==> src/acr_pkg.sv <==
package acr_pkg;

    // ----------------------------------------------------------------
    // register offsets (byte addresses from the register base)
    // ----------------------------------------------------------------
    localparam logic [11:0] OFS_CONT  = 12'h0614; // continuous_transmit_control
    localparam logic [11:0] OFS_SHOT  = 12'h061C; // single_frame_control
    localparam logic [11:0] OFS_VALID = 12'h0628; // config_validity_status
    localparam logic [11:0] OFS_TRIG  = 12'h062C; // soft_trigger_control
    localparam logic [11:0] OFS_DEPTH = 12'h0630; // effective_pixel_depth

    // ----------------------------------------------------------------
    // field positions: quadlet bit 0 is the most significant bit
    // ----------------------------------------------------------------
    localparam int POS_BIT0      = 31;           // bit 0 of every register
    localparam int POS_MULTI     = 30;           // repeated-frame request bit 1
    localparam int POS_DEPTH_LSB = 24;           // depth field, bits 0..7
    localparam int DEPTH_W       = 8;            // depth field width

    // ----------------------------------------------------------------
    // reset values
    // ----------------------------------------------------------------
    localparam logic       RST_CONT   = 1'b0;    // continuous bit
    localparam logic       RST_TRIG   = 1'b0;    // software trigger bit
    localparam logic       RST_INVAL  = 1'b0;    // validity flag
    localparam logic [2:0] FMT_DEFAULT = 3'h7;   // scalable format after reset
    localparam logic [7:0] RST_DEPTH  = 8'h08;   // depth until first update

    // ----------------------------------------------------------------
    // format, coding and depth encodings
    // ----------------------------------------------------------------
    localparam logic [2:0] FMT_STD_MAX  = 3'h2;  // formats 0..2 are supported
    localparam logic [2:0] FMT_SCALABLE = 3'h7;  // scalable format code
    localparam logic [7:0] CODING_MONO8  = 8'h00; // pixel coding: mono 8
    localparam logic [7:0] CODING_MONO16 = 8'h05; // pixel coding: mono 16
    localparam logic [7:0] DEPTH_MONO8  = 8'h08; // 8 bits per pixel
    localparam logic [7:0] DEPTH_MONO16 = 8'h0A; // 10 bits per pixel
    localparam logic [3:0] TRIG_MODE_SELFCLR = 4'h0; // mode that self-clears

    // single-frame sequencer states
    typedef enum logic [1:0] {
        ACR_SHOT_IDLE = 2'b00,                   // no frame requested
        ACR_SHOT_SEND = 2'b01                    // one frame in flight
    } acr_shot_t;

endpackage

==> src/acr_check.sv <==
// ----------------------------------------------------------------
// setting checker: validity of the combination and pixel depth
// ----------------------------------------------------------------
module acr_check
    import acr_pkg::*;
#(
    parameter logic [2:0] MODE_MAX    = 3'h5,  // highest mode accepted
    parameter logic [2:0] RATE_MAX    = 3'h5,  // highest frame-rate code accepted
    parameter logic [1:0] SPEED_MAX   = 2'h2,  // highest transmit speed code
    parameter logic [2:0] MONO16_MODE = 3'h1   // standard mode giving 16-bit mono
) (
    input  wire logic [2:0] fmt,          // current format code
    input  wire logic [2:0] mode,         // current mode code
    input  wire logic [2:0] rate,         // current frame-rate code
    input  wire logic [1:0] speed,        // current transmit speed code
    input  wire logic [7:0] coding,       // pixel_coding_selector
    output logic            fmt_ok,       // format accepts frame controls
    output logic            invalid,      // combination not acceptable
    output logic [7:0]      depth         // effective bits per pixel
);

    // ----------------------------------------------------------------
    // combinational decode
    // ----------------------------------------------------------------
    always_comb begin
        fmt_ok  = (fmt <= FMT_STD_MAX) || (fmt == FMT_SCALABLE);
        // the scalable format never raises the flag; other formats are
        // judged on mode, rate and speed but not coding, unsupported formats always fail
        if (fmt == FMT_SCALABLE) begin
            invalid = 1'b0;
        end else begin
            invalid = (fmt > FMT_STD_MAX) || (mode > MODE_MAX)
                   || (rate > RATE_MAX) || (speed > SPEED_MAX);
        end
        // depth follows coding in the scalable format, mode otherwise
        if (fmt == FMT_SCALABLE) begin
            depth = (coding == CODING_MONO16) ? DEPTH_MONO16 : DEPTH_MONO8;
        end else begin
            depth = (mode == MONO16_MODE) ? DEPTH_MONO16 : DEPTH_MONO8;
        end
    end

endmodule

==> src/acr_regs.sv <==
// Summary of operation
// bit 0 at 0x614 starts/stops continuous transmission
// single-frame bit sends one frame, then self-clears
// single-frame works only in formats 0-2, 7
// repeated-frame bit and count field are ignored
// validity flag recomputed when any setting changes
// flag 0 allows capture, 1 blocks capture start
// validity flag read-only, meaningless in format 7
// host sets/clears software trigger; device acts on it
// trigger mode 0 makes trigger bit self-clear
// read-only depth field from format, mode, coding
// depth reads 8 for mono8, 10 for mono16
// format code 3 bits, default 7 scalable
// msb-first quadlets, reserved bits read 0
module acr_regs
    import acr_pkg::*;
#(
    parameter logic [2:0] MODE_MAX    = 3'h5,  // highest mode accepted
    parameter logic [2:0] RATE_MAX    = 3'h5,  // highest frame-rate code accepted
    parameter logic [1:0] SPEED_MAX   = 2'h2,  // highest transmit speed code
    parameter logic [2:0] MONO16_MODE = 3'h1   // standard mode giving 16-bit mono
) (
    input  wire logic        CORE_CLK,     // 20 MHz core clock
    input  wire logic        NRST,         // asynchronous reset, active low
    input  wire logic [11:0] REG_ADDR,     // register byte offset
    input  wire logic        REG_WR,       // write strobe, one cycle
    input  wire logic        REG_RD,       // read strobe, one cycle
    input  wire logic [31:0] REG_WDATA,    // write quadlet
    output logic      [31:0] REG_RDATA,    // read quadlet
    output logic             REG_RACK,     // read data valid, one cycle
    input  wire logic [2:0]  FMT_SEL,      // current format code
    input  wire logic [2:0]  MODE_SEL,     // current mode code
    input  wire logic [2:0]  RATE_SEL,     // current frame-rate code
    input  wire logic [1:0]  SPEED_SEL,    // current transmit speed code
    input  wire logic [7:0]  CODING_SEL,   // pixel_coding_selector
    input  wire logic        TRIG_SRC_SW,  // trigger source is software
    input  wire logic [3:0]  TRIG_MODE,    // trigger mode field
    input  wire logic        FRAME_DONE,   // pulse: a frame has been sent
    output logic             CONT_EN,      // continuous transmission running
    output logic             SHOT_REQ,     // single frame requested
    output logic             SW_TRIG,      // software trigger level
    output logic             CFG_INVALID,  // config_invalid_flag
    output logic [7:0]       PIXEL_DEPTH   // effective bits per pixel
);

    // ----------------------------------------------------------------
    // declarations
    // ----------------------------------------------------------------
    logic [2:0] fmt_q;          // registered format copy
    logic [2:0] mode_q;         // registered mode copy
    logic [2:0] rate_q;         // registered frame-rate copy
    logic [1:0] speed_q;        // registered speed copy
    logic [7:0] coding_q;       // registered coding copy
    logic       chg;            // some setting differs from the copy
    logic       chk_ok;         // new format accepts frame controls
    logic       chk_invalid;    // new combination rejected
    logic [7:0] chk_depth;      // new pixel depth
    logic       fmt_ok_q;       // current format accepts frame controls
    logic       cont_q;         // continuous bit as stored
    logic       trig_q;         // software trigger bit
    logic       inval_q;        // validity flag
    logic [7:0] depth_q;        // depth field
    logic       wr_cont;        // write to continuous register
    logic       wr_shot;        // write to single-frame register
    logic       wr_trig;        // write to trigger register
    logic       shot_go;        // accepted single-frame start
    logic       wbit0;          // bit 0 of the write quadlet
    acr_shot_t  shot_q;         // single-frame state
    acr_shot_t  shot_d;         // next single-frame state
    logic       cont_run_q;     // gated continuous output
    logic [31:0] rdata_d;       // read mux

    // ----------------------------------------------------------------
    // elaboration checks
    // ----------------------------------------------------------------
    if (SPEED_MAX > 2'h2) begin : g_bad_speed
        $error("speed codes above 2 are not served");
    end

    // ----------------------------------------------------------------
    // write decode
    // ----------------------------------------------------------------
    assign wbit0   = REG_WDATA[POS_BIT0];
    assign wr_cont = REG_WR && (REG_ADDR == OFS_CONT);
    assign wr_shot = REG_WR && (REG_ADDR == OFS_SHOT);
    assign wr_trig = REG_WR && (REG_ADDR == OFS_TRIG) && TRIG_SRC_SW;
    // a start is refused while the combination is bad or the format is
    // not one that takes frame controls
    assign shot_go = wr_shot && wbit0 && fmt_ok_q && !(inval_q);

    // ----------------------------------------------------------------
    // setting checker
    // ----------------------------------------------------------------
    acr_check #(
        .MODE_MAX    (MODE_MAX),
        .RATE_MAX    (RATE_MAX),
        .SPEED_MAX   (SPEED_MAX),
        .MONO16_MODE (MONO16_MODE)
    ) u_check (
        .fmt     (FMT_SEL),
        .mode    (MODE_SEL),
        .rate    (RATE_SEL),
        .speed   (SPEED_SEL),
        .coding  (CODING_SEL),
        .fmt_ok  (chk_ok),
        .invalid (chk_invalid),
        .depth   (chk_depth)
    );

    assign chg = (FMT_SEL != fmt_q) || (MODE_SEL != mode_q) || (RATE_SEL != rate_q)
              || (SPEED_SEL != speed_q) || (CODING_SEL != coding_q);

    // ----------------------------------------------------------------
    // setting copies; format starts at the scalable default
    // ----------------------------------------------------------------
    always_ff @(posedge CORE_CLK or negedge NRST) begin
        if (!NRST) begin
            fmt_q    <= FMT_DEFAULT;
            mode_q   <= 3'h0;
            rate_q   <= 3'h0;
            speed_q  <= 2'h0;
            coding_q <= CODING_MONO8;
        end else begin
            fmt_q    <= FMT_SEL;
            mode_q   <= MODE_SEL;
            rate_q   <= RATE_SEL;
            speed_q  <= SPEED_SEL;
            coding_q <= CODING_SEL;
        end
    end

    // ----------------------------------------------------------------
    // status recomputed on every change of a setting
    // ----------------------------------------------------------------
    always_ff @(posedge CORE_CLK or negedge NRST) begin
        if (!NRST) begin
            inval_q  <= RST_INVAL;
            depth_q  <= RST_DEPTH;
            fmt_ok_q <= 1'b1;          // default format 7 accepts controls
        end else if (chg) begin
            inval_q  <= chk_invalid;
            depth_q  <= chk_depth;
            fmt_ok_q <= chk_ok;
        end
    end

    // ----------------------------------------------------------------
    // continuous transmission bit and its gated output
    // ----------------------------------------------------------------
    always_ff @(posedge CORE_CLK or negedge NRST) begin
        if (!NRST) begin
            cont_q <= RST_CONT;
        end else if (wr_cont) begin
            cont_q <= wbit0;
        end
    end

    // the stored bit stays as written; running stops while blocked
    always_ff @(posedge CORE_CLK or negedge NRST) begin
        if (!NRST) begin
            cont_run_q <= 1'b0;
        end else begin
            cont_run_q <= cont_q && fmt_ok_q && !inval_q;
        end
    end

    // ----------------------------------------------------------------
    // single-frame sequencer; bits 1 and 16..31 are never looked at
    // ----------------------------------------------------------------
    always_comb begin
        shot_d = shot_q;
        case (shot_q)
            ACR_SHOT_IDLE: begin
                if (shot_go) begin
                    shot_d = ACR_SHOT_SEND;
                end
            end
            ACR_SHOT_SEND: begin
                // a new request in the done cycle wins over the clear
                if (FRAME_DONE && !shot_go) begin
                    shot_d = ACR_SHOT_IDLE;
                end
            end
            default: shot_d = ACR_SHOT_IDLE;
        endcase
    end

    always_ff @(posedge CORE_CLK or negedge NRST) begin
        if (!NRST) begin
            shot_q <= ACR_SHOT_IDLE;
        end else begin
            shot_q <= shot_d;
        end
    end

    // ----------------------------------------------------------------
    // software trigger bit
    // ----------------------------------------------------------------
    always_ff @(posedge CORE_CLK or negedge NRST) begin
        if (!NRST) begin
            trig_q <= RST_TRIG;
        end else if (wr_trig) begin
            trig_q <= wbit0;
        end else if (trig_q && (TRIG_MODE == TRIG_MODE_SELFCLR)) begin
            trig_q <= 1'b0;
        end
    end

    // ----------------------------------------------------------------
    // read mux; reserved bits and unmapped offsets read zero
    // ----------------------------------------------------------------
    always_comb begin
        rdata_d = 32'h0000_0000;
        case (REG_ADDR)
            OFS_CONT:  rdata_d[POS_BIT0] = cont_q;
            OFS_SHOT:  rdata_d[POS_BIT0] = shot_q[0];
            OFS_VALID: rdata_d[POS_BIT0] = inval_q;
            OFS_TRIG:  rdata_d[POS_BIT0] = trig_q;
            OFS_DEPTH: rdata_d[POS_DEPTH_LSB +: DEPTH_W] = depth_q;
            default:   rdata_d = 32'h0000_0000;
        endcase
    end

    always_ff @(posedge CORE_CLK or negedge NRST) begin
        if (!NRST) begin
            REG_RDATA <= 32'h0000_0000;
            REG_RACK  <= 1'b0;
        end else begin
            REG_RACK  <= REG_RD;
            if (REG_RD) begin
                REG_RDATA <= rdata_d;
            end
        end
    end

    // ----------------------------------------------------------------
    // outputs straight from flip-flops
    // ----------------------------------------------------------------
    assign CONT_EN     = cont_run_q;
    assign SHOT_REQ    = shot_q[0];
    assign SW_TRIG     = trig_q;
    assign CFG_INVALID = inval_q;
    assign PIXEL_DEPTH = depth_q;
endmodule

==> config.mk <==
export PLATFORM = sky130hd
export DESIGN_NAME = acr_regs
export DESIGN_NICKNAME = d
export VERILOG_FILES = /design/src/acr_pkg.sv /design/src/acr_check.sv /design/src/acr_regs.sv
export SDC_FILE = /design/constraint.sdc
export NUM_CORES = 1
export LEC_CHECK = 0
export BUFFER_PORTS_ARGS = -buffer_cell sky130_fd_sc_hd__buf_2
export CAP_MARGIN = 20
export CORE_UTILIZATION = 40
export DETAILED_ROUTE_END_ITERATION = 16
export PLACE_DENSITY = 0.8
export SETUP_SLACK_MARGIN = 0.2
export SYNTH_ARGS = -nofsm -noshare
export SYNTH_HDL_FRONTEND = slang
export SYNTH_SLANG_ARGS = --single-unit
export TNS_END_PERCENT = 50
==> constraint.sdc <==
create_clock -name CORE_CLK -period 1.95 [get_ports CORE_CLK]
set_input_delay 0.2925 -clock CORE_CLK [delete_from_list [all_inputs] [get_ports CORE_CLK]]
set_output_delay 0.2925 -clock CORE_CLK [all_outputs]
set_load 0.01 [all_outputs]
# Word-level counts from Yosys, hierarchy flattened
# Index checks and enable logic that the tools add are counted.
[classes]
n_lt_le_gt_ge = 5
eq_ne = 16
n_mux = 11
n_reduce_logical = 25
[op_table]
columns = ["op", "count"]
rows = [
  ["$eq 12x11->1 const B", 5],
  ["$logic_and 1x1->1", 11],
  ["$ne 3x3->1", 3],
  ["$eq 8x3->1 const B", 1],
  ["$logic_or 1x1->1", 8],
  ["$mux 2", 4],
  ["$mux 8", 1],
  ["$ne 8x8->1", 1],
  ["$mux 7", 1],
  ["$gt 3x3->1 const B", 2],
  ["$pmux 1 s5", 1],
  ["$logic_not 4->1", 1],
  ["$ne 2x2->1 const B", 2],
  ["$pmux 2 s2", 1],
  ["$eq 3x1->1 const B", 1],
  ["$eq 3x3->1 const B", 1],
  ["$gt 3x2->1 const B", 1],
  ["$le 3x2->1 const B", 1],
  ["$mux 1", 3],
  ["$eq 2x1->1 const B", 1],
  ["$gt 2x2->1 const B", 1],
  ["$logic_not 1->1", 2],
  ["$logic_not 2->1", 1],
  ["$ne 2x2->1", 1],
  ["other kinds (2)", 2],
]
[totals]
register_bits = 43
inputBits = 73
output_inout_bits = 45

# Depth between registers and ports, before layout
[logic_depth]
ltp_word = 9
ltp_mapped = 5
ltp_nobuf = 5

# Cells and area by module
# From an unflattened synthesis, not the netlist that was laid out.
[hier_totals]
hier_cells = 172
area_unflattened_um2 = 2009.4
[modules_own_cells]
columns = ["module", "instances", "cells_per_inst", "area_per_inst_um2", "seq_area_each_um2"]
rows = [
  ["acr_regs", 1, 152, 1865.5, 1057.3],
  ["acr_check", 1, 20, 143.9, 0.0],
]

# Worst setup path after synthesis
# Ideal clock, no wire load.
[synth_timing]
kind = "register -> register"
startpoint = "reg fmt_q[1]"
endpoint = "reg inval_q (netlist: CFG_INVALID)"
arrival_ns = 1.382
required_time_ns = 1.825
slack_ns = 0.443
stages_incl_launch_ff = 6
path_buffers = 0
synth_period_minus_slack_ns = 1.507
path_cell_list = "dfstp_2 > xnor2_1 > nand4_1 > nor4_1 > nand4_1 > mux2_2"
[synth_via]
elab_chain_len = 5
[synth_lines]
columns = ["item", "line", "rtl"]
rows = [
  ["start, declared", "acr_regs.sv:49", "logic [2:0] fmt_q;"],
  ["start signal, assigned", "acr_regs.sv:118", "fmt_q <= FMT_DEFAULT;"],
  ["start signal, assigned", "acr_regs.sv:124", "fmt_q <= FMT_SEL;"],
  ["$ne 3x3->1", "acr_regs.sv:110", "assign chg = (FMT_SEL != fmt_q) || (MODE_SEL != mode_q) || (RATE_SEL != rate_q)"],
  ["$logic_or 1x1->1 (2 in a row)", "acr_regs.sv:110", ""],
  ["$logic_or 1x1->1 (2 in a row)", "acr_regs.sv:111", "|| (SPEED_SEL != speed_q) || (CODING_SEL != coding_q);"],
  ["end signal, assigned", "acr_regs.sv:141", "inval_q <= chk_invalid;"],
  ["end, declared", "acr_regs.sv:61", "logic inval_q;"],
]
# No other way between the ends.
# A chain may end at the register's enable or synchronous reset.

# Worst setup path after layout
[layout_timing]
startpoint = "reg fmt_q[0]"
endpoint = "reg inval_q (netlist: CFG_INVALID)"
# Same word-level chain as after synthesis.

==> impl_metrics.yaml <==
logic_synthesis:
  synth-seq-area-share: 0.489
  ys_ff_latch: 30
  netlist_area_um2: 1550
  synth-main-ff-cell: "dfrtp_1"
  synth-edff-count: 0
  postSynthAreaPerCell_um2: 11.1
  synth_cell_types: 28
  synthArstFlopShare: 1.00
  yosysWarnings: 0
  postSynthCellCount: 139
routing:
  routed.top_layer: "met4"
  wl_um: 2730
  wl_met3_um: 143
  vias: 1030
  wl_met1_um: 1110
  drtAntennaViolNets: 0
  drtIter0Drc: 20
  routedWlPerCell_um: 11.2
  met2RoutedLength_um: 1420
  drc_errors: 0
  drt-pass1-iter-count: 4
  drt-vias-per-instance: 4.24
placement:
  dp.cells: 235
  dp_worst_setup_slack_ns: 0.239
  gp_congestion: 0.770
  post-dp-hpwl_um: 2190
  numPortBuffers: 50
  dpl_cell_area_um2: 1710
worst_setup_path:
  path_max_fanout: 3
  slowest_stage: "dfstp_2"
  critPathKind: "reg -> reg"
  cp.required_ns: 2.10
  crit_path_frequent_cell: "nand4_1"
  start_kind: "flop"
  cp.arrival_ns: 1.79
  crit_chain: "xnor2_1, nand4_1, nor4_2, nand4_1, mux2_2"
  cpPeakStageDelay_ns: 0.53
  worstSetupEndpointType: "flop"
clock_tree:
  clk_path_buf_depth: 2
  clk_latency_ns: 0.27
  cts.sinks: 30
  tritoncts: "built"
  numCtsBuffers: 5
  cts_setup_buffers: 0
  htreeDepth: 2
  clock-root-buffer: "clkbuf_8"
  clk_pin_slew_ns: 0.06
power:
  p_per_area_nw_per_um2: 738
  finalPower_mw: 1.34
  power.leakage_nw: 0.899
  ir_drop_mv: 0.487
cells_and_area:
  design_area_um2: 1810
  areaGrowthSynthToFinish_pct: 17.2
  fin_cells: 243
  fill_cells: 361
  fin_nets: 267
  layout-drive-gt1-share: 0.344
  diodes: 0
  mostFrequentLayoutCells: "buf_2 (50), conb_1 (36), dfrtp_1 (26)"
  final_common_cell: "buf_2"
timing:
  hold_viol: 0
  layout_min_cycle_time_ns: 1.63
  tightest_slew_ns: 0.639
  max_slew_margin: 0.574
  drv_slew: 0
  fin_skew_ns: 0.00767
  setup_viol: 0
  rsz0062_at_grt: "false"
  postLayoutSetupSlackWorst_ns: 0.317
  tns_ns: 0
  fin_crit_sh: 0.838
  fmax_ghz: 0.612
floorplan:
  die_h_um: 64.2
  die_area_um2: 4120
  core_area_um2: 3690
  num_io_pins: 118
  rows: 22
  initial_utilization: 0.419
  chipWidth_um: 64.2
grt:
  grt_max_degree: 31
  grt_antenna_before_repair: 0
  grt_use_total: 0.140
  grt_pass1_vias: 956
  grt_overflow: 0
  grt_pass1_wl_um: 4250
flow_run:
  cap_violations: 0
status:
  run_status: "finished clean"
hold_path:
  hold_class: "in -> async"
where the power goes:
part / internal, mW / switching (mW)
logic: 0.0737 / 0.102
registers: 0.653 / 0.0132
clock network: 0.284 / 0.210
cells in the mapped netlist, types with 2 or more instances:
cell / n / area share
nor2_1: 3 / 0.0073
conb_1: 2 / 0.0049
xnor2_1: 19 / 0.11
buf_4: 36 / 0.17
dfstp_2: 4 / 0.068
nand3_1: 3 / 0.0097
inv_1: 4 / 0.0097
nor3_1: 2 / 0.0065
a22o_1: 2 / 0.011
nor4b_1: 3 / 0.017
nor4_1: 2 / 0.0081
o21ai_0: 3 / 0.0097
nand4_1: 6 / 0.024
dfrtp_1: 26 / 0.42
and3b_1: 2 / 0.011
nand2_1: 6 / 0.015
mux2_2: 5 / 0.036
worst max-delay path, delay by kind of cell, from the launching register on:
| kind | cells | cell delay, ns |
|---|---|---|
| xor+xnor | 1 | 0.11 |
| flops | 1 | 0.53 |
| mux | 1 | 0.31 |
| simple gates | 3 | 0.56 |
sequential cells by signal (all words and copies together), names as in the netlist:
register,count
SW_TRIG,1
PIXEL_DEPTH,1
REG_RDATA,3
CFG_INVALID,1
CONT_EN,1
mode_q,3
cont_q,1
fmt_ok_q,1
shot_q,1
fmt_q,3
rate_q,3
coding_q,8
REG_RACK,1
speed_q,2
final cells by class:
| type | instances | area (um^2) | area share |
|---|---|---|---|
| timing repair buffer | 50 | 250 | 0.138 |
| clock inverter | 1 | 5.00 | 0.00276 |
| inverter | 4 | 15.0 | 0.00829 |
| clock buffer | 7 | 86.3 | 0.0477 |
| multi-input combinational | 103 | 638 | 0.352 |
| sequential | 30 | 756 | 0.417 |
| tap | 48 | 60.1 | 0.0332 |
timing repair:
item                                    in CTS  in global routing
endpoints found under the setup margin       0                  3
resized for setup                            0                  1
hold buffers                                 0                  0
layer usage:
layer	global-route usage	vias to the layer above
met5	0	-
met4	0.0806	0
met3	0.0411	4
met2	0.239	36
met1	0.153	481
li1	-	509
logic make-up after synthesis:
group / synth area share
flops: 0.489
buf+inv: 0.185
mux: 0.0429
xor+xnor: 0.113
compound gates: 0.0502
simple gates: 0.115
other cells: 0.00486
worst paths after layout:
path | startpoint | end | slack (ns) | cells after the start
worst max-delay path | fmt_q[0] | CFG_INVALID | 0.32 | 5
max in group asynchronous | NRST | CFG_INVALID | 1.49 | 1
worst max register to register | fmt_q[0] | CFG_INVALID | 0.32 | 5
worst min-delay path | NRST | coding_q[2] | 0.04 | 1
worst min register to register | REG_RDATA[27] | REG_RDATA[27] | 0.48 | 1
min in group CORE_CLK | FMT_SEL[0] | fmt_q[0] | 0.15 | 1
stage by stage:
| stage | util | hold slack, ns |
|---|---|---|
| floorplan | - | -0.00309 |
| global placement | 0.464 | 0.347 |
| detailed placement | 0.464 | 0.351 |
| CTS | 0.489 | 0.0521 |
| global route | 0.491 | 0.0750 |
| finish | 0.491 | 0.0363 |
Note: power is estimated with default switching activity, not from simulation.
